## src/logic/keypad_pkg.sv

```systemverilog
// Package with register map, field layout and timing constants of the keypad interface
package keypad_pkg;

  // Register byte addresses
  localparam logic [31:0] OFF_CONTROL  = 32'h7e00a000;
  localparam logic [31:0] OFF_STATUS   = 32'h7e00a004;
  localparam logic [31:0] OFF_COLUMN   = 32'h7e00a008;
  localparam logic [31:0] OFF_ROW      = 32'h7e00a00c;
  localparam logic [31:0] OFF_DIVIDER  = 32'h7e00a010;
  localparam logic [31:0] OFF_IRQ_MASK = 32'h7e00a014;

  // Reset values
  localparam logic [31:0] RST_CONTROL  = 32'h00000000;
  localparam logic [31:0] RST_STATUS   = 32'h00000000;
  localparam logic [31:0] RST_COLUMN   = 32'h0000ff00;
  localparam logic [31:0] RST_DIVIDER  = 32'h00000000;
  localparam logic [31:0] RST_IRQ_MASK = 32'h00000000;

  // Field positions in control, status and mask registers
  localparam int BIT_PRESS   = 0;
  localparam int BIT_RELEASE = 1;
  localparam int EVT_W       = 2;

  // Column register layout: drive values low, drive disables high
  localparam int COL_DATA_LSB = 0;
  localparam int COL_DIS_LSB  = 8;
  localparam int MAX_LINES    = 8;

  // Debounce time, in filter clock units
  localparam int DEBOUNCE_FILTER_CLOCK_KHZ    = 32;
  localparam int FILTER_TIME_NS = 62500;
  localparam int FILTER_TICKS   = (FILTER_TIME_NS * DEBOUNCE_FILTER_CLOCK_KHZ) / 1000000;

  // System clock
  localparam int CLK_SYS_MHZ = 125;

  // Control fields
  typedef struct packed {
    logic release_en;
    logic press_en;
  } ctrl_t;

  // Event pair, same layout as status and mask
  typedef struct packed {
    logic released;
    logic pressed;
  } evt_t;

endpackage

```

## src/logic/keypad_matrix_interface.sv

```systemverilog
// Keypad matrix interface: row debouncing, press/release events, column drive, registers
//
// Summary of operation
// - Up to eight row inputs and eight column outputs serve a key matrix.
// - A detected press or release raises the interrupt request to the processor.
// - Status bits record press, release, or both when both conditions are enabled.
// - Every row passes a debounce filter before any event is recognised.
// - A row level must hold for two filter clock ticks to be accepted.
// - The key event source is the AND of all filtered rows.
// - Control register is read/write and resets to zero.
// - Status register reports events, clears them, and resets to zero.
// - Column register is read/write, resetting with bits 15 to 8 set.
// - Row register is read-only and returns the current row pin levels.
// - Divider register is read/write, resets to zero, sets the filter rate.
//
// Added by the designer: the strobed register port.
module keypad_matrix_interface
#(
  parameter int NUM_ROWS = 8,
  parameter int NUM_COLS = 8,
  parameter int DIV_W    = 16
) (
  input  wire logic                CLK_SYS,
  input  wire logic                RST,
  input  wire logic [31:0]         ADDR,
  input  wire logic [31:0]         WDATA,
  input  wire logic                WR,
  input  wire logic                RD,
  output logic      [31:0]         RDATA,
  input  wire logic [NUM_ROWS-1:0] ROW_IN,
  output logic      [NUM_COLS-1:0] COL_OUT,
  output logic      [NUM_COLS-1:0] COL_OE,
  output logic                     IRQ
);
  import keypad_pkg::*;

  // Elaboration checks: line counts and divider width the logic can serve
  if (NUM_ROWS < 1 || NUM_ROWS > MAX_LINES) begin : g_bad_rows
    $error("NUM_ROWS must lie in 1..8");
  end
  if (NUM_COLS < 1 || NUM_COLS > MAX_LINES) begin : g_bad_cols
    $error("NUM_COLS must lie in 1..8");
  end
  if (DIV_W < 1 || DIV_W > 32) begin : g_bad_div
    $error("DIV_W must lie in 1..32");
  end

  // The two-bit stability counter cannot reach a settle count beyond three
  if (FILTER_TICKS < 1 || FILTER_TICKS > 3) begin : g_bad_ticks
    $error("FILTER_TICKS must lie in 1..3");
  end

  // A narrower divider could never slow the filter clock down to its nominal rate
  if (DIV_W < $clog2(CLK_SYS_MHZ * 1000 / DEBOUNCE_FILTER_CLOCK_KHZ)) begin : g_short_div
    $error("DIV_W too narrow for the nominal filter clock");
  end

  // Address match used by the write strobe and status read decodes
  function automatic logic hit(input logic [31:0] a, input logic [31:0] off);
    hit = (a == off);
  endfunction

  // Widen an event pair into a bus word
  function automatic logic [31:0] evt_word(input evt_t e);
    evt_word = {{(32 - EVT_W){1'b0}}, e};
  endfunction

  // Control and mask registers, only the two event bits are stored
  ctrl_t              ctrl_r;
  evt_t               mask_r;

  // Sticky status and its next value
  evt_t               status_r;
  evt_t               status_nxt;

  // Column drive and filter ratio registers
  logic [15:0]        column_r;
  logic [DIV_W-1:0]   divider_r;

  // Word of the addressed register, registered onto the bus
  logic [31:0]        rdata_nxt;

  // Filter clock divider state
  logic [DIV_W-1:0]   div_cnt_r;
  logic               flt_tick;

  // Debounce state per row
  logic [NUM_ROWS-1:0] row_filt_r;
  logic [NUM_ROWS-1:0] row_cnt_r [2];
  logic [NUM_ROWS-1:0] row_cnt_nxt [2];

  // Tracker of the row AND: waiting out reset, all rows idle, some key down
  typedef enum logic [1:0] {
    st_wait = 2'b00,
    st_idle = 2'b01,
    st_down = 2'b10
  } trk_state_t;

  // Event detection state
  logic        all_high;
  trk_state_t  trk_r;
  trk_state_t  trk_nxt;
  evt_t        evt_now;
  logic        irq_nxt;

  // Bus strobes decoded per register; the row register has no write strobe
  logic wr_control;
  logic wr_status;
  logic wr_column;
  logic wr_divider;
  logic wr_mask;
  logic rd_status;

  assign wr_control = WR && hit(ADDR, OFF_CONTROL);
  assign wr_status  = WR && hit(ADDR, OFF_STATUS);
  assign wr_column  = WR && hit(ADDR, OFF_COLUMN);
  assign wr_divider = WR && hit(ADDR, OFF_DIVIDER);
  assign wr_mask    = WR && hit(ADDR, OFF_IRQ_MASK);
  assign rd_status  = RD && hit(ADDR, OFF_STATUS);

  // Control register, only the two enable bits are stored
  always_ff @(posedge CLK_SYS or posedge RST) begin
    if (RST) begin
      ctrl_r <= ctrl_t'(RST_CONTROL[EVT_W-1:0]);
    end else if (wr_control) begin
      ctrl_r <= ctrl_t'(WDATA[EVT_W-1:0]);
    end
  end

  // Interrupt mask register, one bit per status bit
  always_ff @(posedge CLK_SYS or posedge RST) begin
    if (RST) begin
      mask_r <= evt_t'(RST_IRQ_MASK[EVT_W-1:0]);
    end else if (wr_mask) begin
      mask_r <= evt_t'(WDATA[EVT_W-1:0]);
    end
  end

  // Column register: low byte drive values, high byte drive disables
  // Disables rather than enables keep every column quiet out of reset
  always_ff @(posedge CLK_SYS or posedge RST) begin
    if (RST) begin
      column_r <= RST_COLUMN[15:0];
    end else if (wr_column) begin
      column_r <= WDATA[15:0];
    end
  end

  // Pins follow the register; reset leaves every column undriven
  assign COL_OUT = column_r[COL_DATA_LSB +: NUM_COLS];
  assign COL_OE  = ~column_r[COL_DIS_LSB +: NUM_COLS];

  // Divider register sets the filter clock ratio
  // Ratio is value plus one, so zero still gives a usable full-rate tick
  always_ff @(posedge CLK_SYS or posedge RST) begin
    if (RST) begin
      divider_r <= RST_DIVIDER[DIV_W-1:0];
    end else if (wr_divider) begin
      divider_r <= WDATA[DIV_W-1:0];
    end
  end

  // Filter tick once every divider+1 system clocks
  assign flt_tick = (div_cnt_r >= divider_r);

  // Divider counter; a smaller new ratio restarts on the next compare
  always_ff @(posedge CLK_SYS or posedge RST) begin
    if (RST) begin
      div_cnt_r <= '0;
    end else if (flt_tick) begin
      div_cnt_r <= '0;
    end else begin
      div_cnt_r <= div_cnt_r + 1'b1;
    end
  end

  // Stability counter per row, two bits wide, counted in filter ticks
  // Any return to the accepted level restarts the count at once
  always_comb begin
    for (int i = 0; i < 2; i++) begin
      row_cnt_nxt[i] = row_cnt_r[i];
    end
    for (int r = 0; r < NUM_ROWS; r++) begin
      if (ROW_IN[r] == row_filt_r[r]) begin
        row_cnt_nxt[0][r] = 1'b0;
        row_cnt_nxt[1][r] = 1'b0;
      end else if (flt_tick) begin
        {row_cnt_nxt[1][r], row_cnt_nxt[0][r]} =
          2'({row_cnt_r[1][r], row_cnt_r[0][r]} + 2'h1);
      end
    end
  end

  // Counter storage; a glitch spanning fewer than FILTER_TICKS ticks never reaches the accept count
  always_ff @(posedge CLK_SYS or posedge RST) begin
    if (RST) begin
      row_cnt_r[0] <= '0;
      row_cnt_r[1] <= '0;
    end else begin
      row_cnt_r[0] <= row_cnt_nxt[0];
      row_cnt_r[1] <= row_cnt_nxt[1];
    end
  end

  // Filtered rows accept a new level after FILTER_TICKS stable ticks
  always_ff @(posedge CLK_SYS or posedge RST) begin
    if (RST) begin
      row_filt_r <= '1;
    end else begin
      for (int r = 0; r < NUM_ROWS; r++) begin
        if ({row_cnt_nxt[1][r], row_cnt_nxt[0][r]} == 2'(FILTER_TICKS)) begin
          row_filt_r[r] <= ROW_IN[r];
        end
      end
    end
  end

  // Rows idle high; any pressed key pulls the AND low
  assign all_high = &row_filt_r;

  // Falling AND is a press, rising AND is a release, each when enabled
  // The wait state only learns the level, so reset never fakes an event
  always_comb begin
    trk_nxt = trk_r;
    evt_now = '0;
    case (trk_r)
      st_wait: begin
        trk_nxt = all_high ? st_idle : st_down;
      end
      st_idle: begin
        if (!all_high) begin
          trk_nxt         = st_down;
          evt_now.pressed = ctrl_r.press_en;
        end
      end
      st_down: begin
        if (all_high) begin
          trk_nxt          = st_idle;
          evt_now.released = ctrl_r.release_en;
        end
      end
      default: begin
        trk_nxt = st_wait;
      end
    endcase
  end

  // Tracker state
  always_ff @(posedge CLK_SYS or posedge RST) begin
    if (RST) begin
      trk_r <= st_wait;
    end else begin
      trk_r <= trk_nxt;
    end
  end

  // Status: read or write-one clears, a new event in that cycle wins
  // Losing an event to a racing clear would hide a key from software
  always_comb begin
    status_nxt = status_r;
    if (rd_status) begin
      status_nxt = '0;
    end else if (wr_status) begin
      status_nxt = status_r & ~evt_t'(WDATA[EVT_W-1:0]);
    end
    status_nxt = status_nxt | evt_now;
  end

  // Sticky status bits
  always_ff @(posedge CLK_SYS or posedge RST) begin
    if (RST) begin
      status_r <= evt_t'(RST_STATUS[EVT_W-1:0]);
    end else begin
      status_r <= status_nxt;
    end
  end

  // Interrupt taken from the next status, so it rises with the sticky bit
  assign irq_nxt = |(status_nxt & mask_r);

  // Level interrupt while any unmasked status bit is set
  always_ff @(posedge CLK_SYS or posedge RST) begin
    if (RST) begin
      IRQ <= 1'b0;
    end else begin
      IRQ <= irq_nxt;
    end
  end

  // Read mux; unmapped addresses return zero
  always_comb begin
    rdata_nxt = '0;
    case (ADDR)
      OFF_CONTROL: begin
        rdata_nxt = evt_word(evt_t'(ctrl_r));
      end
      OFF_STATUS: begin
        rdata_nxt = evt_word(status_r);
      end
      OFF_COLUMN: begin
        rdata_nxt = {16'h0000, column_r};
      end
      OFF_ROW: begin
        rdata_nxt = 32'(ROW_IN);
      end
      OFF_DIVIDER: begin
        rdata_nxt = 32'(divider_r);
      end
      OFF_IRQ_MASK: begin
        rdata_nxt = evt_word(mask_r);
      end
      default: begin
        rdata_nxt = '0;
      end
    endcase
  end

  // Read data stand for one cycle after the strobe, zero otherwise
  // Zero between reads lets several slaves share an OR-ed return bus
  always_ff @(posedge CLK_SYS or posedge RST) begin
    if (RST) begin
      RDATA <= '0;
    end else if (RD) begin
      RDATA <= rdata_nxt;
    end else begin
      RDATA <= '0;
    end
  end

  // Software scans the columns itself through the column and row registers
  // Row readback is raw, so a scan sees the pins without filter delay
  // The hardware only flags that some key changed; finding it is software work

endmodule

```

## config.mk

```make
export PLATFORM = sky130hd
export DESIGN_NAME = keypad_matrix_interface
export DESIGN_NICKNAME = d
export VERILOG_FILES = /design/src/logic/keypad_pkg.sv /design/src/logic/keypad_matrix_interface.sv
export SDC_FILE = /design/constraint.sdc
export NUM_CORES = 1
export LEC_CHECK = 0
export BUFFER_PORTS_ARGS = -buffer_cell sky130_fd_sc_hd__buf_2
export CORE_MARGIN = 3
export CORE_UTILIZATION = 30
export DETAILED_ROUTE_END_ITERATION = 12
export SLEW_MARGIN = 20
export SYNTH_ARGS = -nofsm -noshare
export SYNTH_HDL_FRONTEND = slang
export SYNTH_SLANG_ARGS = --single-unit
```

## constraint.sdc

```tcl
create_clock -name CLK_SYS -period 2.83 [get_ports CLK_SYS]
set_input_delay 0.4245 -clock CLK_SYS [delete_from_list [all_inputs] [get_ports CLK_SYS]]
set_output_delay 0.4245 -clock CLK_SYS [all_outputs]
set_load 0.03 [all_outputs]
```

=== Yosys cells after proc, flatten, opt, wreduce, memory -nomap -nowiden ===
Cells that the tools add are included.

* Bits in registers: 113
* Input port bits: 76

* Reductions and logical operators: 10
* Bitwise logic cells: 5
* $lt $le $gt $ge: 1
* Add/sub/neg operators: 9
* Eq/ne operators: 26
* Muxes and demuxes: 45

{| class="wikitable"
|+ Operator list
! kind !! number
|-
| 32-bit by 31-bit == test with 1-bit output, second input constant || 6
|-
| 16-bit case mux with 6 select lines || 1
|-
| 1-bit two-way mux || 36
|-
| 32-bit two-way mux || 1
|-
| 2-bit == test, second input constant || 9
|-
| 16-bit by 1-bit adder with 16-bit output, second input constant || 1
|-
| 2-bit by 1-bit adder with 2-bit output, second input constant || 8
|-
| 16-bit greater-or-equal comparator || 1
|-
| 16-bit two-way mux || 1
|-
| 2-bit two-way mux || 5
|-
| 1-bit == test || 8
|-
| 8-bit inverter || 1
|-
| 8-bit AND reduction || 1
|-
| 1-bit logical AND || 6
|-
| 2-bit case mux with 3 select lines || 1
|-
| 2-bit bitwise AND || 2
|-
| 2-bit inequality test, second input constant || 2
|-
| 2-bit by 1-bit == test with 1-bit output, second input constant || 1
|-
| 2-bit zero test || 1
|-
| 2-bit inverter || 1
|-
| 2-bit OR || 1
|-
| 2-bit AND reduction || 1
|-
| 2-bit OR reduction || 1
|}

=== Depth between registers and ports, before layout ===
Gate-level depths: netlist of the first run.

* Word-level depth: 7
* Gate-level depth with buffers: 11

=== Worst setup path before layout of the first run ===
Ideal clock, no wire load.

* Path type: reg2reg
* Start point: reg div_cnt_r[0]
* End point: reg row_filt_r[4]
* Path slack: 0.262 ns
* Arrival: 2.486 ns
* Clock period less this slack: 2.568 ns
* Stages on the path, launching flop included: 11
* Path buffers: 2
* Cell sequence: dfrtp_1 > inv_1 > ha_1 > nand2b_1 > a2111o_1 > a32o_1 > or2_2 > clkbuf_1 > buf_2 > o22ai_1 > mux2_2

* Word-level cells in the longest chain between the ends: 4
* Elaborated cells between the ends (all ways): 6

{| class="wikitable"
|+ RTL lines
! what !! RTL line !! RTL
|-
| start, declared || keypad_matrix_interface.sv:84 || <nowiki>logic [DIV_W-1:0] div_cnt_r;</nowiki>
|-
| start signal, assigned || keypad_matrix_interface.sv:173 || <nowiki>div_cnt_r <= div_cnt_r + 1'b1;</nowiki>
|-
| 16-bit greater-or-equal comparator * || keypad_matrix_interface.sv:164 || <nowiki>assign flt_tick = (div_cnt_r >= divider_r);</nowiki>
|-
| 1-bit two-way mux || keypad_matrix_interface.sv:187 || <nowiki>end else if (flt_tick) begin</nowiki>
|-
| 1-bit two-way mux || keypad_matrix_interface.sv:184 || <nowiki>if (ROW_IN[r] == row_filt_r[r]) begin</nowiki>
|-
| 2-bit == test * || keypad_matrix_interface.sv:211 || <nowiki>if ({row_cnt_nxt[1][r], row_cnt_nxt[0][r]} == 2'(FILTER_TICKS)) begin</nowiki>
|-
| end signal, assigned by index || keypad_matrix_interface.sv:212 || <nowiki>row_filt_r[r] <= ROW_IN[r];</nowiki>
|-
| end, declared || keypad_matrix_interface.sv:88 || <nowiki>logic [NUM_ROWS-1:0] row_filt_r;</nowiki>
|}

Every way passes the cells marked *; elsewhere a longest branch is shown, timed or not.
A chain may end at the register's enable or synchronous reset.

=== Worst setup path after layout of the first run ===
Same ends and word-level chain as after synthesis.

==> results.json, run 1 <==
{
  "outcome": "complete, no violations",
  "slew_viol_final": 0,
  "worstMarginPinSlew_ns": 0.8209,
  "fin_tns_setup_ns": 0,
  "cp_slowest_cell": "a2111o_1",
  "cp.arrival_ns": 2.86,
  "start_util_pct": 31.14,
  "cp_data_required_time_ns": 3.10,
  "firstDrtPassIters": 4,
  "ioPinCount": 125,
  "die_w_um": 135.6,
  "power.net_switching_w": 0.0009436,
  "synthDistinctLibCells": 53,
  "p_int_w": 0.002608,
  "synth_top_area_share_pct": 40.25,
  "cp_num_buf_inv": 2,
  "seqPwrFrac_pct": 48.5,
  "min_period_ns": 2.584,
  "nets": 633,
  "crit_path_start_kind": "register",
  "p_leak_nw": 2.793,
  "netlist_area_um2": 5036,
  "vias": 3560,
  "endpoint_kind": "register",
  "power.density_nw_per_um2": 594.8,
  "die-height_um": 135.6,
  "cts.path.max_buffers": 2,
  "multi_input_area_um2": 2250,
  "synth.most_common_cell": "dfrtp_1",
  "grt_max_degree": 45,
  "cap_violations": 0,
  "finalHoldViolations": 0,
  "power_frac_clock_pct": 34.8,
  "insertion_delay_ns": 0.34,
  "drive_gt1_share_pct": 35.05,
  "avgSynthCellArea_um2": 11.22,
  "switching_share_pct": 26.57,
  "synthArstFlopShare_pct": 100.0,
  "synth_flop_cell": "dfrtp_1",
  "core_um2": 16170,
  "rows": 46,
  "cp_max_fo": 5,
  "critPathKind": "register to register",
  "synthToLayoutAreaGrowth_pct": 18.56,
  "ys_top_cells_by_count": "dfrtp_1, nor2_1, mux2_2",
  "comb_power_share_pct": 16.7,
  "hold_class": "input port to asynchronous set/reset pin",
  "cts_sinks": 97,
  "grt_pass1_vias": 3844,
  "rsz0062_at_grt": "no",
  "power_w": 0.003551,
  "routabilityCongestion": 0.8256,
  "synth_edf_count": 0,
  "grt-ovfl-total": 0,
  "drc_errors": 0,
  "cts-root-buf": "clkbuf_16",
  "fmax_mhz": 387.1,
  "crit_family": "compound AO/OA/AOI/OAI gates",
  "cts_setup_buffers": 0,
  "cts_repair_resize_count": 0,
  "hold_buffers": 0,
  "drt-total-wl_mm": 11.51,
  "syn_inst": 449,
  "antenna_found_initial": 0,
  "seq_area_um2": 2447,
  "grt_pass1_wl_mm": 19.17,
  "max_stage_delay_ns": 0.41,
  "relSlewSlack_pct": 45.16,
  "portBuffers": 92,
  "grt_usage_pct": 13.01,
  "n_antenna_cell": 0,
  "yosysSeqAreaShare_pct": 48.60,
  "cp_cell_sequence": "inv_1 -> ha_1 -> nand2b_1 -> a2111o_1 -> a32o_1 -> buf_4 -> o21ai_0 -> o22ai_1 -> mux2_2",
  "yosysWarnings": 0,
  "dpl.hpwl_mm": 8.626,
  "finalSetupViolCount": 0,
  "fin_skew_ns": 0.009829,
  "ant_nets": 0,
  "post_drt_wl_per_cell_um": 15.12,
  "final_area_um2": 5971,
  "fillers": 1608,
  "path_clk_slew_ns": 0.07,
  "htreeDepth": 3,
  "ir_drop_uv": 299.6,
  "synth_top_area_cell": "dfrtp_1",
  "cts_tree": "built",
  "cts_inserted_buffers": 9,
  "vias_per_cell": 4.678,
  "drt_iter0_markers": 121,
  "min_period_over_period_pct": 91.29,
  "dpl-instance-area_um2": 5662,
  "yosys_register_bits": 97,
  "dieArea_um2": 18380,
  "synth_area_leaders": "dfrtp_1, dfstp_2, mux2_2"
}
-- cells in the final DEF, fill, tap and decap left out, types with 9 or more instances in the layout --
cell / count
mux2_4: 14
nand2_1: 19
mux2_2: 30
conb_1: 16
nand2b_1: 11
clkbuf_16: 9
buf_2: 92
buf_4: 10
ha_1: 17
inv_1: 25
nor2_1: 51
a22oi_1: 16
xor2_1: 17
xnor2_1: 13
a21oi_1: 9
o21ai_0: 18
dfstp_2: 16
dfrtp_1: 81
-- cell type report --
class	instances	share of cell area [%]
repair buffers	105	9.975
well taps	216	4.526
inverters	26	1.697
clock inverters	5	1.069
clock buffers	11	4.065
multi-input cells	301	37.68
flip-flops and latches	97	40.99
-- cells by family (layout without fill, tap and decap cells) --
group           after synthesis  in the layout  synth area share [%]
flops                        97             97                 48.60
mux                          46             46                 11.78
buf+inv                      66            147                 7.901
xor+xnor                     30             30                 5.217
simple gates                131            131                 14.41
fa+ha+maj                    17             17                 4.224
other cells                   1             16               0.07446
compound gates               61             61                 7.802
-- final timing paths --
check                              from            end  slack [ns]  cells past startpoint
max                        div_cnt_r[0]  row_filt_r[4]        0.25                      9
min                                 RST       RDATA[9]        0.24                      2
max reg2reg                div_cnt_r[0]  row_filt_r[4]        0.25                      9
min reg2reg                div_cnt_r[0]   div_cnt_r[0]        0.48                      1
max in group asynchronous           RST   column_r[12]        1.82                      3
min in group CLK_SYS          WDATA[10]   column_r[10]        0.31                      3
-- through the flow --
stage / util, % / std cells / hold WS (ns) / worst slack, ns
after floorplan: - / 464 / 0.4461 / 0.2619
after global placement: 35.01 / 745 / 0.4611 / 0.1968
after detailed placement: 35.01 / 745 / 0.4672 / 0.1646
after CTS: 36.90 / 761 / 0.2692 / 0.1831
after global routing: 36.92 / 761 / 0.3041 / 0.02555
final: 36.92 / 761 / 0.2417 / 0.2464
-- sequential cells by signal (all words and copies together), names as in the netlist --
name / flops
status_r: 2
row_filt_r: 8
div_cnt_r: 16
trk_r: 2
column_r: 16
IRQ: 1
ctrl_r: 2
row_cnt_r: 16
mask_r: 2
divider_r: 16
RDATA: 16
-- power by group through the flow --
| stage | logic, W | registers (W) | clock network [W] |
|---|---|---|---|
| after floorplan | 0.000482 | 0.00171 | 0 |
| after global placement | 0.000556 | 0.00173 | 0 |
| after global routing | 0.000664 | 0.00174 | 0.00133 |
| final | 0.000595 | 0.00172 | 0.00124 |
| after detailed placement | 0.000596 | 0.00175 | 0 |
| after CTS | 0.000601 | 0.00172 | 0.00127 |
-- layer usage --
layer	global-route usage, %	up-vias	part of all wire (%)
met5	0	-	0
met4	3.807	0	1.3
met3	2.452	16	4.3
met2	22.59	107	50
met1	16.50	1738	44
li1	-	1699	-
(Power assumes the default switching activity.)
==> inputs of run 2 (changes only) <==
- ABC_AREA: not set -> 1
- SLEW_MARGIN: 20 -> not set
==> results.json, run 2 <==
{
  "outcome": "complete, no violations",
  "synthToLayoutAreaGrowth_pct": 15.56,
  "htreeDepth": 3,
  "fin_skew_ns": 0.007347,
  "cts_repair_resize_count": 0,
  "firstDrtPassIters": 4,
  "path_clk_slew_ns": 0.07,
  "synthArstFlopShare_pct": 100.0,
  "synth_edf_count": 0,
  "vias": 4370,
  "synth_top_area_cell": "dfrtp_1",
  "ys_top_cells_by_count": "nand2_1, inv_1, dfrtp_1",
  "insertion_delay_ns": 0.34,
  "drt_iter0_markers": 173,
  "avgSynthCellArea_um2": 8.184,
  "final_cell_mix": "nand2_1, buf_2, inv_1",
  "drt-total-wl_mm": 12.30,
  "routabilityCongestion": 0.7895,
  "p_leak_nw": 3.183,
  "power_w": 0.003630,
  "relSlewSlack_pct": 52.23,
  "fmax_mhz": 487.5,
  "r2r_cells": 10,
  "synth.most_common_cell": "nand2_1",
  "hold_class": "input port to asynchronous set/reset pin",
  "ant_nets": 0,
  "grt_pass1_wl_mm": 20.56,
  "yosysWarnings": 0,
  "synth_top_area_share_pct": 36.42,
  "dieArea_um2": 20220,
  "grt_max_degree": 47,
  "portBuffers": 92,
  "cts_tree": "built",
  "min_period_over_period_pct": 72.48,
  "ioPinCount": 125,
  "min_period_ns": 2.051,
  "cts_setup_buffers": 0,
  "critPathKind": "register to register",
  "netlist_area_um2": 5565,
  "synth_area_leaders": "dfrtp_1, nand2_1, dfstp_2",
  "grt-ovfl-total": 0,
  "yosys_register_bits": 97,
  "die-height_um": 142.2,
  "cts.path.max_buffers": 2,
  "cp_max_fo": 28,
  "slew_viol_final": 0,
  "vias_per_cell": 4.374,
  "cap_violations": 0,
  "ir_drop_uv": 315.5,
  "finalSetupViolCount": 0,
  "rows": 49,
  "antenna_found_initial": 0,
  "drc_errors": 0,
  "yosysSeqAreaShare_pct": 43.97,
  "hold_buffers": 0,
  "grt_usage_pct": 12.49,
  "crit_path_start_kind": "register",
  "rsz0062_at_grt": "no",
  "final_common_cell": "nand2_1",
  "grt_pass1_vias": 4123,
  "start_util_pct": 30.77,
  "cts_inserted_buffers": 9,
  "cts-root-buf": "clkbuf_16",
  "syn_inst": 680,
  "finalHoldViolations": 0,
  "fin_tns_setup_ns": 0,
  "cp.arrival_ns": 2.34,
  "endpoint_kind": "register",
  "cp_data_required_time_ns": 3.12,
  "dpl.hpwl_mm": 9.353,
  "post_drt_wl_per_cell_um": 12.31,
  "cts_sinks": 97,
  "synthDistinctLibCells": 36,
  "synth_flop_cell": "dfrtp_1",
  "drive_gt1_share_pct": 25.97,
  "power.density_nw_per_um2": 564.4,
  "die_w_um": 142.2,
  "nets": 858,
  "n_antenna_cell": 0,
  "core_um2": 18090,
  "worstMarginPinSlew_ns": 0.7151
}
run 2: changes by cell type after synthesis, sizes merged, moves of 6 or more:
cell    change
a21oi      +26
nor3b       -7
o21ai      +22
nor2        +6
xor2        -9
mux2       -44
nand2b     -11
inv        +64
nand3b     +15
nand3      +45
nand2     +173
a22oi      -16
o22ai       -6
nor3        +8
run 2: critical path, cell delays in order, from the launching register on:
cell and delay, ns:
dfrtp_1 0.44, ha_1 0.34, nand4_1 0.10, nor3_1 0.27, nand2_1 0.12, buf_4 0.24
nand3b_1 0.12, nand2_1 0.05, nor2_1 0.14, nand3_1 0.09, nand2_1 0.07
run 2: cell type report:
type                            instances  area [um2]
Fill cell                            1893       11650
Multi-Input combinational cell        467        2519
Sequential cell                        97        2447
Timing Repair Buffer                   99       525.5
Inverter                               91       349.1
Tap cell                              229       286.5
Clock buffer                           10       239.0
Clock inverter                          6       65.06
run 2: layer usage:
metal | vias up | share of wire, % | global-route usage [%]
li1 | 2295 | - | -
met1 | 2013 | 48 | 17.78
met2 | 54 | 48 | 19.65
met3 | 8 | 2.8 | 2.184
met4 | 0 | 1.1 | 3.384
met5 | - | 0 | 0
run 2: per-stage QoR:
| stage | hold WS (ns) | utilization (%) | instances | area (um2) | worst slack (ns) |
|---|---|---|---|---|---|
| global route | 0.2304 | 35.56 | 999 | 6431 | 0.5734 |
| CTS | 0.2073 | 35.56 | 999 | 6431 | 0.7777 |
| detailed placement | 0.4649 | 33.88 | 983 | 6127 | 0.6402 |
| finish | 0.1869 | 35.56 | 999 | 6431 | 0.7789 |
| global placement | 0.4617 | 33.88 | 983 | 6127 | 0.6551 |
| floorplan | 0.4414 | - | 695 | 5625 | 1.019 |
run 2: kinds of logic (layout without fill, tap and decap cells):
logic type               after synthesis  count (layout)  synth area share (%)
XOR/XNOR                              16              16                 2.518
flip-flops                            97              97                 43.97
AO/OA/AOI/OAI                         77              77                 9.667
buffers and inverters                131             206                 11.85
other                                  1              16               0.06738
AND/OR/NAND/NOR                      341             341                 28.10
adder cells (fa/ha/maj)               17              17                 3.822
run 2: power by group:
part / internal [W] / total, W / leakage [nW] / switching, W
logic: 0.000285 / 0.000696 / 1.77 / 0.000411
clock network: 0.000711 / 0.00124 / 0.149 / 0.000532
registers: 0.00157 / 0.00169 / 1.26 / 0.000120
total: 0.00257 / 0.00363 / 3.18 / 0.00106
run 2: path summary, 6_finish.rpt:
path	startpoint	endpoint	slack (ns)
setup / recovery	div_cnt_r[11]	row_filt_r[7]	0.78
hold / removal	RST	row_cnt_r[9]	0.19
setup reg to reg	div_cnt_r[11]	row_filt_r[7]	0.78
hold reg to reg	trk_r[1]	trk_r[0]	0.47
max in group asynchronous	RST	column_r[11]	1.90
min in group CLK_SYS	WDATA[13]	column_r[13]	0.33
==> inputs of run 3 (changes only) <==
- clock period: 2.83 -> 2.08 ns (I/O delays scaled with it)
==> results.json, run 3 (synthesis results as in run 2) <==
{
  "outcome": "complete, no violations",
  "min_period_ns": 1.979,
  "cts.path.max_buffers": 2,
  "r2r_cells": 12,
  "finalSetupViolCount": 0,
  "dpl.hpwl_mm": 9.377,
  "ir_drop_uv": 321.3,
  "grt_max_degree": 98,
  "post_drt_wl_per_cell_um": 12.56,
  "crit_path_start_kind": "register",
  "grt-ovfl-total": 0,
  "cp_data_required_time_ns": 2.35,
  "power.density_nw_per_um2": 724.6,
  "cts_sinks": 97,
  "dpl-instance-area_um2": 6265,
  "final_cells": 1017,
  "insertion_delay_ns": 0.34,
  "firstDrtPassIters": 5,
  "max_stage_delay_ns": 0.38,
  "path_clk_slew_ns": 0.07,
  "die_w_um": 142.2,
  "drt_iter0_markers": 261,
  "drc_errors": 0,
  "final_area_um2": 6709,
  "cp_cell_sequence": "inv_1 -> ha_1 -> a21oi_2 -> o21ai_1 -> a21oi_2 -> buf_6 -> buf_12 -> nand3b_1 -> nand2_1 -> nand3_1 -> nand2_1 -> nand2_1",
  "htreeDepth": 3,
  "final_cell_mix": "nand2_1, buf_2, inv_1",
  "vias": 4448,
  "cts-root-buf": "clkbuf_16",
  "fin_skew_ns": 0.008881,
  "wl_met1_mm": 5.999,
  "p_leak_nw": 3.311,
  "hold_buffers": 0,
  "cp_max_fo": 14,
  "ioPinCount": 125,
  "nets": 876,
  "grt_pass1_wl_mm": 20.62,
  "core_um2": 18090,
  "relSlewSlack_pct": 63.71,
  "dpl.cell_count": 993,
  "die-height_um": 142.2,
  "dieArea_um2": 20220,
  "rows": 49,
  "crit_family": "compound AO/OA/AOI/OAI gates",
  "cp_num_buf_inv": 3,
  "rrSetupSlack_ns": 0.10,
  "cap_violations": 0,
  "r2r-end": "row_filt_r[4]",
  "cp_slowest_cell": "dfrtp_1",
  "worstMarginPinSlew_ns": 0.5444,
  "routed.top_layer": "met4",
  "vias_per_cell": 4.374,
  "n_antenna_cell": 0,
  "wl_met3_um": 385,
  "cts_tree": "built",
  "critPathKind": "register to register",
  "antenna_found_initial": 0,
  "finalHoldViolations": 0,
  "timing.rr.start": "divider_r[15]",
  "power_w": 0.004861,
  "routabilityCongestion": 0.7864,
  "final_common_cell": "nand2_1",
  "cp.arrival_ns": 2.25,
  "drt-total-wl_mm": 12.78,
  "cp_common_cell": "nand2_1",
  "min_period_over_period_pct": 95.13,
  "start_util_pct": 30.77,
  "grt_pass1_vias": 4172,
  "endpoint_kind": "register",
  "drive_gt1_share_pct": 29.44,
  "grt_usage_pct": 12.47,
  "cts_inserted_buffers": 9,
  "fmax_mhz": 505.4,
  "slew_viol_final": 0,
  "synthToLayoutAreaGrowth_pct": 20.55,
  "wl_met2_mm": 6.244,
  "portBuffers": 92,
  "ant_nets": 0,
  "hold_class": "input port to asynchronous set/reset pin"
}
[run 3: repair_timing]
item	CTS	global route
setup endpoints to repair	8	18
endpoints found under the hold margin	0	0
pin swaps	0	6
gates resized for setup	1	18
gates cloned	0	1
setup buffers	1	6
[run 3: area by class of cell]
| type | count | area, um2 |
|---|---|---|
| fillers | 1844 | 11380 |
| inverters | 91 | 351.6 |
| clock inverters | 6 | 43.79 |
| repair buffers | 117 | 744.5 |
| multi-input cells | 467 | 2596 |
| clock buffers | 10 | 239.0 |
| flip-flops and latches | 97 | 2447 |
| well taps | 229 | 286.5 |
[run 3: worst max-delay path by stage]
stage | start | end | slack (ns) | cells past startpoint
2_1_floorplan | div_cnt_r[13] | row_filt_r[6] | 0.27 | 11
3_3_place_gp | div_cnt_r[15] | row_filt_r[2] | 0.02 | 11
3_5_place_dp | divider_r[15] | row_filt_r[2] | 0.02 | 12
4_1_cts | divider_r[15] | row_filt_r[3] | 0.06 | 12
5_1_grt | divider_r[15] | row_filt_r[1] | -0.03 | 12
6_report | divider_r[15] | row_filt_r[4] | 0.10 | 12
[run 3: layer usage]
| layer | track usage [%] | vias up |
|---|---|---|
| met2 | 20.77 | 61 |
| li1 | - | 2318 |
| met5 | 0 | - |
| met4 | 3.384 | 0 |
| met1 | 16.77 | 2057 |
| met3 | 2.218 | 12 |
[run 3: power by group]
group | leakage [nW] | internal (W) | total, W | switching, W
clock | 0.138 | 0.000846 | 0.00159 | 0.000739
combinational | 1.91 | 0.000392 | 0.000973 | 0.000581
sequential | 1.26 | 0.00214 | 0.00230 | 0.000167
total | 3.31 | 0.00337 | 0.00486 | 0.00149
[run 3: per-stage QoR]
stage / setup WS (ns) / setup TNS (ns) / utilization [%] / hold slack, ns
6_report: 0.1013 / 0 / 37.09 / 0.08087
5_1_grt: -0.03273 / -0.1117 / 37.09 / 0.1532
3_3_place_gp: 0.02047 / 0 / 34.64 / 0.4603
2_1_floorplan: 0.2686 / 0 / - / 0.4235
3_5_place_dp: 0.01874 / 0 / 34.64 / 0.4713
4_1_cts: 0.06431 / 0 / 36.27 / 0.1389
[run 3: worst reg2reg max path, cell delays in order (launching register included)]
cell	delay [ns]
dfrtp_1	0.38
inv_1	0.06
ha_1	0.33
a21oi_2	0.14
o21ai_1	0.09
a21oi_2	0.21
buf_6	0.16
buf_12	0.14
nand3b_1	0.09
nand2_1	0.12
nand3_1	0.08
nand2_1	0.06
nand2_1	0.05
